File: src/dswc_pkg.sv
// What this block does
// - Action bits read 1 active, 0 inactive
// - Action bits 0-4 flag error classes 0-4
// - Action bit 6 set when speed magnitude below 9
// - Bit 7 positive motion, bit 8 negative motion
// - Bits 11-14 show profile generator state
// - Action bits 5 and 15 read zero
// - Action bit 9 follows first selector condition
// - Action bit 10 follows second selector condition
// - Motion word bits 9/10 follow both selectors
// - Drive-state bit 11 follows second selector
// - Drive-state bits 0-6 show operating states
// - Bits 7-10: class 0, halt, remote, target
// - Bits 12-15: mode, motion error, end, reference
// - Selector codes 0-11 pick monitoring conditions
// - New selector value acts without restart
// - Second selector shares codes, drives bit 11
package dswc_pkg;
  // Parameter addresses of the four words
  localparam logic [15:0] OFS_STATE = 16'h1b04;
  localparam logic [15:0] OFS_MOTION = 16'h1b4e;
  localparam logic [15:0] OFS_SEL_FIRST = 16'h1b6a;
  localparam logic [15:0] OFS_ACTION = 16'h1c08;
  // Selector reset value and highest legal code
  localparam logic [15:0] SEL_FIRST_RST = 16'h000b;
  localparam logic [15:0] SEL_CODE_MAX = 16'h000b;
  // Speed magnitude below which the motor stands still
  localparam logic [31:0] STANDSTILL_LIM = 32'h00000009;
  // Number of error classes
  localparam int ERR_CLASSES = 5;
  // Selector condition codes
  localparam int SEL_NONE = 0;
  localparam int SEL_CUR_BELOW = 1;
  localparam int SEL_VEL_BELOW = 2;
  localparam int SEL_POS_DEV_WIN = 3;
  localparam int SEL_VEL_DEV_WIN = 4;
  localparam int SEL_POS_REG1 = 5;
  localparam int SEL_HW_LIMIT = 9;
  localparam int SEL_CAPT_MOVE = 10;
  localparam int SEL_POS_WIN = 11;
  localparam int SEL_CODES = 12;
  localparam int POS_REG_CHANNELS = 4;
  // Action word bit positions
  localparam int ACT_ERR_LSB = 0;
  localparam int ACT_RSV_LO = 5;
  localparam int ACT_STILL = 6;
  localparam int ACT_POS = 7;
  localparam int ACT_NEG = 8;
  localparam int ACT_SEL1 = 9;
  localparam int ACT_SEL2 = 10;
  localparam int ACT_IDLE = 11;
  localparam int ACT_DECEL = 12;
  localparam int ACT_ACCEL = 13;
  localparam int ACT_CRUISE = 14;
  localparam int ACT_RSV_HI = 15;
  // Drive-state status word bit positions
  localparam int DSW_READY = 0;
  localparam int DSW_SW_ON = 1;
  localparam int DSW_OP_EN = 2;
  localparam int DSW_FAULT = 3;
  localparam int DSW_VOLT = 4;
  localparam int DSW_QSTOP = 5;
  localparam int DSW_ON_DIS = 6;
  localparam int DSW_ERR0 = 7;
  localparam int DSW_HALT = 8;
  localparam int DSW_REMOTE = 9;
  localparam int DSW_TARGET = 10;
  localparam int DSW_INT_LIM = 11;
  localparam int DSW_MODE = 12;
  localparam int DSW_X_ERR = 13;
  localparam int DSW_X_END = 14;
  localparam int DSW_REF_OK = 15;
  // Motion status word bit positions
  localparam int MOT_SEL1 = 9;
  localparam int MOT_SEL2 = 10;

  // Monitoring results a selector can route
  typedef struct packed {
    logic cur_below;
    logic vel_below;
    logic pos_dev_win;
    logic vel_dev_win;
    logic [3:0] pos_reg;
    logic hw_limit;
    logic relative_move_after_capture;
    logic pos_win;
  } dswc_cond_type;

  // Operating state flags of the drive
  typedef struct packed {
    logic ready_on;
    logic switched_on;
    logic op_enabled;
    logic fault;
    logic voltage_en;
    logic quick_stop;
    logic on_disabled;
    logic halt_req;
    logic remote;
    logic target_reached;
    logic mode_specific;
    logic motion_err;
    logic motion_end;
    logic ref_ok;
  } dswc_drive_type;

  // Profile generator state
  typedef enum logic [1:0] {
    PROF_IDLE,
    PROF_DECEL,
    PROF_ACCEL,
    PROF_CRUISE
  } dswc_prof_type;

  // Parameter access request
  typedef struct packed {
    logic [15:0] addr;
    logic rd;
    logic wr;
    logic [15:0] wdata;
  } dswc_req_type;

  // Parameter access answer
  typedef struct packed {
    logic [15:0] rdata;
    logic ack;
    logic err;
  } dswc_rsp_type;
endpackage

File: src/dswc_cond_select.sv
`timescale 1ns/1ps
// Routes one monitoring result chosen by a selector code
module dswc_cond_select (
  input wire logic [15:0] sel,
  input wire dswc_pkg::dswc_cond_type cond,
  output logic hit
);
  import dswc_pkg::*;

  logic [SEL_CODES-1:0] vec; // Condition indexed by code
  logic in_range; // Code is a legal one

  // Fixed codes
  assign vec[SEL_NONE] = 1'b0;
  assign vec[SEL_CUR_BELOW] = cond.cur_below;
  assign vec[SEL_VEL_BELOW] = cond.vel_below;
  assign vec[SEL_POS_DEV_WIN] = cond.pos_dev_win;
  assign vec[SEL_VEL_DEV_WIN] = cond.vel_dev_win;
  assign vec[SEL_HW_LIMIT] = cond.hw_limit;
  assign vec[SEL_CAPT_MOVE] = cond.relative_move_after_capture;
  assign vec[SEL_POS_WIN] = cond.pos_win;

  // Position register channels 1 to 4
  genvar i;
  generate
    for (i = 0; i < POS_REG_CHANNELS; i++) begin : g_preg
      assign vec[SEL_POS_REG1+i] = cond.pos_reg[i];
    end
  endgenerate

  // Out-of-range codes route nothing
  assign in_range = (sel <= SEL_CODE_MAX);
  assign hit = in_range ? vec[sel[3:0]] : 1'b0;
endmodule

File: src/dswc_top.sv
`timescale 1ns/1ps
// Status word composer with first limit-bit selector
module dswc_top (
  input wire logic clk,
  input wire logic rst_n,
  input wire dswc_pkg::dswc_req_type par_req,
  output dswc_pkg::dswc_rsp_type par_rsp,
  input wire logic [4:0] err_class,
  input wire logic [31:0] speed_actual,
  input wire logic move_pos,
  input wire logic move_neg,
  input wire dswc_pkg::dswc_prof_type prof_state,
  input wire dswc_pkg::dswc_drive_type drive_flags,
  input wire dswc_pkg::dswc_cond_type cond,
  input wire logic [15:0] limit_bit_selector_second,
  output logic [15:0] action_word,
  output logic [15:0] drive_state_status_word,
  output logic [15:0] motion_status_word,
  output logic [15:0] limit_bit_selector_first
);
  import dswc_pkg::*;

  //////////////////////////////////////////////////////////////////////////
  // Declarations

  logic [15:0] sel_first_reg; // First selector code
  logic [15:0] sel_first_next;
  logic [15:0] action_reg; // Action word
  logic [15:0] action_next;
  logic [15:0] state_reg; // Drive-state status word
  logic [15:0] state_next;
  logic [15:0] motion_reg; // Motion status word
  logic [15:0] motion_next;
  dswc_rsp_type rsp_reg; // Access answer
  dswc_rsp_type rsp_next;

  logic sel1_hit; // Condition of first selector
  logic sel2_hit; // Condition of second selector
  logic [31:0] speed_mag; // Speed magnitude
  logic standstill; // Speed magnitude below limit
  logic prof_idle; // Profile state decode
  logic prof_decel;
  logic prof_accel;
  logic prof_cruise;

  logic hit_state; // Address decode
  logic hit_motion;
  logic hit_sel;
  logic hit_action;
  logic mapped; // Any known address
  logic wr_ok; // Legal selector write
  logic access; // Any request this cycle
  logic [15:0] rd_mux; // Read selection

  //////////////////////////////////////////////////////////////////////////
  // Condition routing

  // First selector feeds action and motion bit 9
  dswc_cond_select u_sel_first (
    .sel(sel_first_reg),
    .cond(cond),
    .hit(sel1_hit)
  );

  // Second selector feeds bit 10 and drive-state bit 11
  dswc_cond_select u_sel_second (
    .sel(limit_bit_selector_second),
    .cond(cond),
    .hit(sel2_hit)
  );

  //////////////////////////////////////////////////////////////////////////
  // Motion decode

  // Standstill judged on magnitude so reverse speed counts too
  assign speed_mag = speed_actual[31] ? (~speed_actual + 32'h00000001)
                                      : speed_actual;
  assign standstill = (speed_mag < STANDSTILL_LIM);

  // One-hot profile state
  assign prof_idle = (prof_state == PROF_IDLE);
  assign prof_decel = (prof_state == PROF_DECEL);
  assign prof_accel = (prof_state == PROF_ACCEL);
  assign prof_cruise = (prof_state == PROF_CRUISE);

  //////////////////////////////////////////////////////////////////////////
  // Word assembly

  // Action word, reserved bits left at zero
  always_comb begin
    action_next = 16'h0000;
    action_next[ACT_ERR_LSB +: ERR_CLASSES] = err_class;
    action_next[ACT_STILL] = standstill;
    action_next[ACT_POS] = move_pos;
    action_next[ACT_NEG] = move_neg;
    action_next[ACT_SEL1] = sel1_hit;
    action_next[ACT_SEL2] = sel2_hit;
    action_next[ACT_IDLE] = prof_idle;
    action_next[ACT_DECEL] = prof_decel;
    action_next[ACT_ACCEL] = prof_accel;
    action_next[ACT_CRUISE] = prof_cruise;
  end

  // Drive-state status word
  always_comb begin
    state_next = 16'h0000;
    state_next[DSW_READY] = drive_flags.ready_on;
    state_next[DSW_SW_ON] = drive_flags.switched_on;
    state_next[DSW_OP_EN] = drive_flags.op_enabled;
    state_next[DSW_FAULT] = drive_flags.fault;
    state_next[DSW_VOLT] = drive_flags.voltage_en;
    state_next[DSW_QSTOP] = drive_flags.quick_stop;
    state_next[DSW_ON_DIS] = drive_flags.on_disabled;
    state_next[DSW_ERR0] = err_class[0];
    state_next[DSW_HALT] = drive_flags.halt_req;
    state_next[DSW_REMOTE] = drive_flags.remote;
    state_next[DSW_TARGET] = drive_flags.target_reached;
    state_next[DSW_INT_LIM] = sel2_hit;
    state_next[DSW_MODE] = drive_flags.mode_specific;
    state_next[DSW_X_ERR] = drive_flags.motion_err;
    state_next[DSW_X_END] = drive_flags.motion_end;
    state_next[DSW_REF_OK] = drive_flags.ref_ok;
  end

  // Motion status word, only the routed bits are defined
  always_comb begin
    motion_next = 16'h0000;
    motion_next[MOT_SEL1] = sel1_hit;
    motion_next[MOT_SEL2] = sel2_hit;
  end

  //////////////////////////////////////////////////////////////////////////
  // Parameter access decode

  assign hit_state = (par_req.addr == OFS_STATE);
  assign hit_motion = (par_req.addr == OFS_MOTION);
  assign hit_sel = (par_req.addr == OFS_SEL_FIRST);
  assign hit_action = (par_req.addr == OFS_ACTION);
  assign mapped = hit_state | hit_motion | hit_sel | hit_action;
  assign access = par_req.rd | par_req.wr;

  // Only the selector is writable, and only with a legal code
  assign wr_ok = par_req.wr & hit_sel & (par_req.wdata <= SEL_CODE_MAX);

  // New code takes over at once, no enable sequence
  assign sel_first_next = wr_ok ? par_req.wdata : sel_first_reg;

  // Read selection, unmapped reads give zero
  assign rd_mux = hit_state ? state_reg :
                  hit_motion ? motion_reg :
                  hit_sel ? sel_first_reg :
                  hit_action ? action_reg : 16'h0000;

  // Answer: write wins when both strobes are high
  always_comb begin
    rsp_next.ack = access;
    rsp_next.err = par_req.wr ? ~wr_ok : (par_req.rd & ~mapped);
    rsp_next.rdata = (par_req.rd & ~par_req.wr) ? rd_mux : 16'h0000;
  end

  //////////////////////////////////////////////////////////////////////////
  // Registers

  // Selector holds its factory code after reset
  always_ff @(posedge clk) begin
    if (!rst_n) begin
      sel_first_reg <= SEL_FIRST_RST;
    end else begin
      sel_first_reg <= sel_first_next;
    end
  end

  // Status words refresh every cycle
  always_ff @(posedge clk) begin
    if (!rst_n) begin
      action_reg <= 16'h0000;
      state_reg <= 16'h0000;
      motion_reg <= 16'h0000;
    end else begin
      action_reg <= action_next;
      state_reg <= state_next;
      motion_reg <= motion_next;
    end
  end

  // Access answer
  always_ff @(posedge clk) begin
    if (!rst_n) begin
      rsp_reg <= '0;
    end else begin
      rsp_reg <= rsp_next;
    end
  end

  //////////////////////////////////////////////////////////////////////////
  // Outputs

  assign action_word = action_reg;
  assign drive_state_status_word = state_reg;
  assign motion_status_word = motion_reg;
  assign limit_bit_selector_first = sel_first_reg;
  assign par_rsp = rsp_reg;

  //////////////////////////////////////////////////////////////////////////
  // Checks

  // Error class bits track inputs one cycle later
  err_class_a: assert property (@(posedge clk) disable iff (!rst_n)
    $past(rst_n) |-> action_reg[4:0] == $past(err_class))
    else $error("action error class bits wrong");

  // Standstill bit follows speed magnitude
  still_bit_a: assert property (@(posedge clk) disable iff (!rst_n)
    ((speed_actual == 32'h00000008) ##1 $past(rst_n)) |->
      action_reg[ACT_STILL])
    else $error("standstill not set at speed 8");

  // Speed of nine is not standstill
  moving_bit_a: assert property (@(posedge clk) disable iff (!rst_n)
    (speed_actual == 32'h00000009) |=> !action_reg[ACT_STILL])
    else $error("standstill set at speed 9");

  // Direction bits follow direction inputs
  dir_bits_a: assert property (@(posedge clk) disable iff (!rst_n)
    $past(rst_n) |-> action_reg[ACT_NEG:ACT_POS] ==
      $past({move_neg, move_pos}))
    else $error("direction bits wrong");

  // Exactly one profile bit after the first cycle
  prof_onehot_a: assert property (@(posedge clk) disable iff (!rst_n)
    $past(rst_n) |-> $onehot(action_reg[ACT_CRUISE:ACT_IDLE]))
    else $error("profile bits not one-hot");

  // Accelerating profile shows on bit 13
  prof_accel_a: assert property (@(posedge clk) disable iff (!rst_n)
    (prof_state == PROF_ACCEL) |=> action_reg[ACT_ACCEL])
    else $error("accelerate bit missing");

  // Reserved action bits stay low
  reserved_a: assert property (@(posedge clk) disable iff (!rst_n)
    !action_reg[ACT_RSV_LO] && !action_reg[ACT_RSV_HI])
    else $error("reserved action bit set");

  // First selector bit identical in both words
  sel_first_a: assert property (@(posedge clk) disable iff (!rst_n)
    action_reg[ACT_SEL1] == motion_reg[MOT_SEL1])
    else $error("first selector bits differ");

  // Second selector bit identical in all three words
  sel_second_a: assert property (@(posedge clk) disable iff (!rst_n)
    action_reg[ACT_SEL2] == motion_reg[MOT_SEL2] &&
    action_reg[ACT_SEL2] == state_reg[DSW_INT_LIM])
    else $error("second selector bits differ");

  // Hardware limit code routes the limit flag
  sel_route_a: assert property (@(posedge clk) disable iff (!rst_n)
    (sel_first_reg == 16'h0009) |=>
      action_reg[ACT_SEL1] == $past(cond.hw_limit))
    else $error("limit switch not routed");

  // Code zero feeds a constant zero
  zero_code_a: assert property (@(posedge clk) disable iff (!rst_n)
    (limit_bit_selector_second == 16'h0000) |=> !state_reg[DSW_INT_LIM])
    else $error("code 0 routed a condition");

  // Legal write lands and shows two cycles on
  sel_write_a: assert property (@(posedge clk) disable iff (!rst_n)
    (par_req.wr && hit_sel && par_req.wdata == 16'h0001) |=>
      (sel_first_reg == 16'h0001) ##1
      ((action_reg[ACT_SEL1] == $past(cond.cur_below)) ||
       $changed(sel_first_reg)))
    else $error("selector write not effective");

  // Illegal selector code refused and flagged
  sel_refuse_a: assert property (@(posedge clk) disable iff (!rst_n)
    (par_req.wr && hit_sel && par_req.wdata > SEL_CODE_MAX) |=>
      $stable(sel_first_reg) && rsp_reg.err && rsp_reg.ack)
    else $error("illegal code accepted");

  // Drive-state low bits mirror operating flags
  state_low_a: assert property (@(posedge clk) disable iff (!rst_n)
    $past(rst_n) |-> state_reg[DSW_ON_DIS:DSW_READY] ==
      $past({drive_flags.on_disabled, drive_flags.quick_stop,
             drive_flags.voltage_en, drive_flags.fault,
             drive_flags.op_enabled, drive_flags.switched_on,
             drive_flags.ready_on}))
    else $error("operating state bits wrong");

  // Class 0 error appears in both words together
  err0_both_a: assert property (@(posedge clk) disable iff (!rst_n)
    state_reg[DSW_ERR0] == action_reg[ACT_ERR_LSB])
    else $error("class 0 bits differ");

  // Motion flags in top bits
  state_high_a: assert property (@(posedge clk) disable iff (!rst_n)
    $past(rst_n) |-> state_reg[DSW_REF_OK:DSW_X_ERR] ==
      $past({drive_flags.ref_ok, drive_flags.motion_end,
             drive_flags.motion_err}))
    else $error("motion flag bits wrong");

  // Every access answered one cycle later
  access_ack_a: assert property (@(posedge clk) disable iff (!rst_n)
    access |=> rsp_reg.ack ##1 ($past(access) || !rsp_reg.ack))
    else $error("access not answered");

  // Reverse speed of eight still counts as standstill
  still_neg_a: assert property (@(posedge clk) disable iff (!rst_n)
    (speed_actual == 32'hfffffff8) |=> action_reg[ACT_STILL])
    else $error("standstill not set at reverse speed 8");

  // Idle profile shows on bit 11
  prof_idle_a: assert property (@(posedge clk) disable iff (!rst_n)
    (prof_state == PROF_IDLE) |=> action_reg[ACT_IDLE])
    else $error("idle bit missing");

  // Decelerating profile shows on bit 12
  prof_decel_a: assert property (@(posedge clk) disable iff (!rst_n)
    (prof_state == PROF_DECEL) |=> action_reg[ACT_DECEL])
    else $error("decelerate bit missing");

  // Constant speed profile shows on bit 14
  prof_cruise_a: assert property (@(posedge clk) disable iff (!rst_n)
    (prof_state == PROF_CRUISE) |=> action_reg[ACT_CRUISE])
    else $error("constant speed bit missing");

  // Second selector routes its chosen condition
  sel2_route_a: assert property (@(posedge clk) disable iff (!rst_n)
    (limit_bit_selector_second == 16'h0001) |=>
      state_reg[DSW_INT_LIM] == $past(cond.cur_below))
    else $error("second selector did not route");

  // Codes above the range route nothing
  sel2_range_a: assert property (@(posedge clk) disable iff (!rst_n)
    (limit_bit_selector_second > SEL_CODE_MAX) |=> !action_reg[ACT_SEL2])
    else $error("out-of-range code routed");

  // First selector at code zero feeds zero
  sel1_zero_a: assert property (@(posedge clk) disable iff (!rst_n)
    (sel_first_reg == 16'h0000) |=> !motion_reg[MOT_SEL1])
    else $error("first selector code 0 routed");

  // Halt, remote and target bits mirror their flags
  state_mid_a: assert property (@(posedge clk) disable iff (!rst_n)
    $past(rst_n) |-> state_reg[DSW_TARGET:DSW_HALT] ==
      $past({drive_flags.target_reached, drive_flags.remote,
             drive_flags.halt_req}))
    else $error("halt remote target bits wrong");

  // Motion word carries only the routed bits
  motion_only_a: assert property (@(posedge clk) disable iff (!rst_n)
    motion_reg[15:MOT_SEL2+1] == '0 && motion_reg[MOT_SEL1-1:0] == '0)
    else $error("motion word stray bit");

  // Mode-specific bit mirrors its flag
  state_mode_a: assert property (@(posedge clk) disable iff (!rst_n)
    $past(rst_n) |-> state_reg[DSW_MODE] == $past(drive_flags.mode_specific))
    else $error("mode bit wrong");
endmodule

File: config.mk
export PLATFORM = sky130hd
export DESIGN_NAME = dswc_top
export DESIGN_NICKNAME = d
export VERILOG_FILES = /design/src/dswc_pkg.sv /design/src/dswc_cond_select.sv /design/src/dswc_top.sv
export SDC_FILE = /design/constraint.sdc
export NUM_CORES = 1
export LEC_CHECK = 0
export ABC_AREA = 1
export ABC_CLOCK_PERIOD_IN_PS = 1550
export BUFFER_PORTS_ARGS = -buffer_cell sky130_fd_sc_hd__buf_2
export CAP_MARGIN = 10
export CELL_PAD_IN_SITES_DETAIL_PLACEMENT = 0
export CELL_PAD_IN_SITES_GLOBAL_PLACEMENT = 1
export CORE_MARGIN = 2
export CORE_UTILIZATION = 27
export DETAILED_ROUTE_END_ITERATION = 16
export PLACE_DENSITY = 0.85
export REMOVE_ABC_BUFFERS = 1
export SYNTH_ARGS = -nofsm -noshare
export SYNTH_HDL_FRONTEND = slang
export SYNTH_SLANG_ARGS = --single-unit
File: constraint.sdc
create_clock -name clk -period 1.55 [get_ports clk]
set_input_delay 0.31 -clock clk [delete_from_list [all_inputs] [get_ports clk]]
set_output_delay 0.31 -clock clk [all_outputs]
set_load 0.005 [all_outputs]
## Word level (Yosys, flattened, before mapping)

Cells that the tools add are included.

| cells by class | value |
|---|---|
| add/sub/neg operators | 1 |
| order comparisons | 6 |
| equality and inequality tests | 7 |
| multiplexer cells | 12 |
| bitwise operators | 12 |
| reductions and logical operators | 2 |

Operator list:

| operator | number |
|---|---|
| 16-bit by 13-bit == test with 1-bit output, second input constant | 4 |
| 16-bit 2-to-1 mux | 4 |
| 16-bit by 4-bit <= comparator with 1-bit output, second input constant | 3 |
| 32-bit by 1-bit adder with 32-bit output, second input constant | 1 |
| 32-bit by 4-bit < comparator with 1-bit output, second input constant | 1 |
| 32-bit 2-to-1 mux | 1 |
| 32-bit NOT | 1 |
| 4-bit by 5-bit < comparator with 1-bit output, second input constant | 2 |
| 1-bit binary-select mux with 4-bit select | 2 |
| 1-bit 2-to-1 mux | 5 |
| 1-bit AND | 4 |
| 2-bit == test, second input constant | 2 |
| 1-bit OR | 4 |
| 1-bit NOT | 3 |
| 2-bit by 1-bit == test with 1-bit output, second input constant | 1 |
| 2-bit zero test | 1 |
| 2-bit AND reduction | 1 |

| storage, ports and cells | value |
|---|---|
| register bits after elaboration | 82 |
| input bits | 118 |
| output and inout bits | 82 |
| word-level logic and storage cells | 49 |

## Logic depth before layout (Yosys ltp)

| logic depth | value |
|---|---|
| depth after elaboration | 7 |
| depth in mapped cells | 15 |
| mapped depth without buffers | 15 |

## Hierarchy

From an unflattened synthesis, not the netlist that was laid out.

| unflattened totals | value |
|---|---|
| cells, all modules | 689 |
| area total of the unflattened synthesis | 4021.4 um^2 |

By module, submodules not included:

| module | times used | cells each | area an instance (um^2) | seq. area each (um^2) |
|---|---|---|---|---|
| dswc_top | 1 | 587 | 3570.9 | 1241.2 |
| dswc_cond_select | 2 | 51 | 225.2 | 0.0 |

## Worst setup path after synthesis

OpenSTA, ideal clock, no wires.

| timing path | value |
|---|---|
| path type | input port to flip-flop |
| start point | in speed_actual[0] |
| end point | reg action_reg[6] (netlist: action_word[6]) |
| library setup time | 0.062 ns |
| arrival time | 1.492 ns |
| data required time | 1.488 ns |
| path slack | -0.003 ns |
| stages on the path | 14 |
| path buffers | 0 |
| cells stage by stage | inv_1 > ha_1 > nand2_2 > nand2_4 > nand2_4 > nor2_8 > nand2_1 > nand2_1 > nand2_1 > nor2_1 > nand2_1 > nor2_1 > nand2_1 > nor2_2 |

| between the ends | value |
|---|---|
| longest elaborated chain between the ends | 4 |

RTL lines:

| element | RTL line | source |
|---|---|---|
| start: declaration | dswc_top.sv:9 | `input wire logic [31:0] speed_actual,` |
| 32-bit NOT | dswc_top.sv:76 | `assign speed_mag = speed_actual[31] ? (~speed_actual + 32'h00000001)` |
| 32-bit by 1-bit adder with 32-bit output | dswc_top.sv:76 |  |
| 32-bit 2-to-1 mux (*) | dswc_top.sv:76 |  |
| 32-bit by 4-bit < comparator with 1-bit output (*) | dswc_top.sv:78 | `assign standstill = (speed_mag < STANDSTILL_LIM);` |
| end signal: assignment | dswc_top.sv:180 | `action_reg <= action_next;` |
| end: declaration | dswc_top.sv:28 | `logic [15:0] action_reg;` |

Every way passes the cells marked *; elsewhere a longest branch is shown, timed or not.
A chain may end at the register's enable or synchronous reset.

## Worst setup path in the final report

| timing path | value |
|---|---|
| start point | in speed_actual[11] |
| end point | reg action_reg[6] (netlist: action_word[6]) |

Same word-level chain as after synthesis.

==> metrics <==
count of antenna diodes in the layout 0; Worst setup SP type input port; Total Wirelength approximately 13 mm; clock network latency to the later pin of the worst-skew pair around 0.33 ns; maximum operating frequency between 0.7 and 0.8 GHz; Sinks on Clock Net 62; Critical Path Sink Type flop; clock-pin slew of the registers on the worst-case setup and hold paths ~0.060 ns; internal power contribution 3750 uW; DIE HEIGHT between 100 and 150 um; Row Count between 40 and 50; area delta synth->final 47.5%; total number of vias ~4,600; Tcrit/Tclk final roughly nine tenths; fraction of power spent switching nets between 20% and 30%; static leakage 0.00337 uW; Unique masters post-synth 33; source of the worst hold timing path drive_flags[2]; antenna violations before repair 2; number of storage elements in the synthesis netlist between 60 and 70; Sw Pwr 1130 uW; post-synthesis average cell area approximately 6 um2; Die W roughly 120 um; VDD IR max slightly below 0.4 mV; terminus of the critical flop-to-flop path action_word[9]$_SDFF_PN0_; die footprint about 0.015 mm2; number of max-cap violations 0; core area approximately 0.014 mm2; detailed router's first-iteration violation count 170; Starting Density ~28%; # hold bufs at CTS 0; DRC violation count after routing 0; Detailed Routing Iterations Pass 1 4; mean routed wirelength per cell between 10 and 15 um; TritonCTS clock tree done; required time at the worst-slack endpoint approximately 1.8 ns; leading cell type in the layout, fill and taps excluded sky130_fd_sc_hd__buf_2; data arrival time of the critical path around 1.7 ns; cells on worst reg2reg path 6; run status completed; total of endpoints with negative setup slack in the final report 0; dpl cell area roughly 0.0054 mm2; worst clock skew ~0.0061 ns; num ports 200; launching instance or port of the critical path speed_actual[11]; sequential share of the synthesized area a little under a third; Netlist Area Pre-Place slightly below 0.004 mm2; fin. max-slew vios 0; power per unit of standard cell area between 800 and 900 mW/mm2; final standard cell area without fillers around 0.0058 mm2; number of global-route vias before repair 4,461; RePlAce Congestion around 0.94; Gate Count Post-Synth approximately 640; buffers added on ports approximately 180; critical path peak fanout 6; type of the worst setup path in -> reg; final net count a little under 1,000; maximum number of pins on one net before global-route repair 26; number of warnings printed during yosys synthesis 0; number of instances on the worst hold path 3; commonest cells after routing, fill and taps aside 183 x sky130_fd_sc_hd__buf_2, 180 x sky130_fd_sc_hd__nand2_1, 104 x sky130_fd_sc_hd__inv_1; remaining number of nets flagged by the antenna check after routing 0; Filler Cells Inserted 1,530; reg-to-reg setup timing slack ~0.4 ns; worst reg2reg startpoint limit_bit_selector_first[0]$_SDFFE_PN1P_; level count of the clock H-tree 3; wire length of the first global-routing pass 21.7 mm; share of power burned in combinational logic ~15%; hold endpoint drive_state_status_word[13]$_SDFF_PN0_; worst hold path type in -> reg; overall global routing resource usage between 15 and 20%; cts bufs inserted 9; buffers from clock root to sink, at most 2; total power after layout approximately 4900 uW; final critical path time including I/O delays and setup ~1.4 ns; proportion of power drawn by flip-flops and latches between 30% and 40%; part of the total power dissipated in the clock network 51.2%; GRT Residual Overflow 0; root buffer cell sky130_fd_sc_hd__clkbuf_16; proportion of layout cells with a drive suffix above 1 about a third; number of failing hold endpoints at the final stage 0; number of vias per cell 4.38; unrepaired setup endpoints after global routing false; half-perimeter wire length after placement between 10 and 15 mm
==> repair_timing <==
item,4_1_cts,5_1_grt
endpoints found under the setup margin,0,1
buffers inserted,0,1
resized for setup,0,2
==> critical path, stage by stage <==
cell,delay [ns]
sky130_fd_sc_hd__buf_2,0.11
sky130_fd_sc_hd__nor2_2,0.19
sky130_fd_sc_hd__inv_1,0.06
sky130_fd_sc_hd__nor2_1,0.19
sky130_fd_sc_hd__nor2_2,0.10
sky130_fd_sc_hd__nor2_8,0.16
sky130_fd_sc_hd__o211ai_1,0.10
sky130_fd_sc_hd__nand2_1,0.08
sky130_fd_sc_hd__nand2_1,0.05
sky130_fd_sc_hd__nor2_1,0.13
sky130_fd_sc_hd__nand3_1,0.11
sky130_fd_sc_hd__nor2_2,0.10
==> metrics by stage <==
step,setup slack [ns],hold WS [ns],util [%],setup TNS (ns),std cells
after global routing,0.0151,0.155,41.1,0,1058
after floorplan,-0.0750,0.387,-,-0.268,615
final,0.133,0.152,41.1,0,1058
after global placement,-0.228,0.452,38.3,-2.52,1041
after CTS,0.110,0.140,41.0,0,1057
after detailed placement,-0.231,0.459,38.3,-2.79,1041
==> power by group through the flow <==
stage / clock network [uW] / registers, uW / logic (uW)
after CTS: 2540 / 1660 / 727
final: 2500 / 1660 / 728
after detailed placement: 0 / 1690 / 724
after global routing: 2610 / 1660 / 820
after global placement: 0 / 1690 / 729
after floorplan: 0 / 1690 / 285
==> cells in the mapped netlist (all sizes together) <==
master / n / area (um2)
a21oi: 12 / 60.1
o21ai: 27 / 146
o221ai: 1 / 8.76
xor2: 2 / 17.5
dfxtp: 62 / 1240
nand4: 10 / 62.6
clkbuf: 8 / 30.0
nor4: 7 / 56.3
nand3: 74 / 390
nand2: 188 / 736
buf: 28 / 211
inv: 109 / 409
ha: 1 / 12.5
nor3: 7 / 35.0
a32oi: 2 / 17.5
nand3b: 6 / 45.0
a211oi: 2 / 15.0
o211ai: 9 / 67.6
conb: 1 / 3.75
nor2: 79 / 338
a21o: 1 / 7.51
==> layer usage <==
metal  routed length, um  global-route usage (%)
met5                  27                       0
met4                 189                    4.89
met3                 881                    4.94
met2                6510                    29.8
met1                5840                    21.1
==> sequential cells by signal (all words and copies together) (netlist names) <==
signal                    cells
action_word                  14
drive_state_status_word      14
limit_bit_selector_first     16
par_rsp                      18
==> worst max-delay path by stage <==
stage | endpoint | cells past startpoint
final | action_word[6]$_SDFF_PN0_ | 12
after global routing | action_word[6]$_SDFF_PN0_ | 12
after detailed placement | action_word[6]$_SDFF_PN0_ | 13
after CTS | action_word[6]$_SDFF_PN0_ | 13
after floorplan | par_rsp[12]$_SDFF_PN0_ | 10
after global placement | action_word[6]$_SDFF_PN0_ | 13
==> logic make-up after synthesis <==
logic type               count (synthesis)  synth area share (%)
adder cells (fa/ha/maj)                  1                 0.320
other                                    1                0.0959
flip-flops                              62                  31.7
buffers and inverters                  145                  16.6
AO/OA/AOI/OAI                           54                  8.25
AND/OR/NAND/NOR                        371                  42.5
XOR/XNOR                                 2                 0.448
==> layout make-up <==
type,instances,area (um2),area share [%]
Clock inverter,5,129,2.23
Tap cell,180,225,3.90
Clock buffer,11,243,4.21
Multi-Input combinational cell,444,2090,36.2
Timing Repair Buffer,247,1430,24.9
Sequential cell,62,1240,21.5
Inverter,109,409,7.09
No activity file was read; power rests on OpenSTA's default activity.
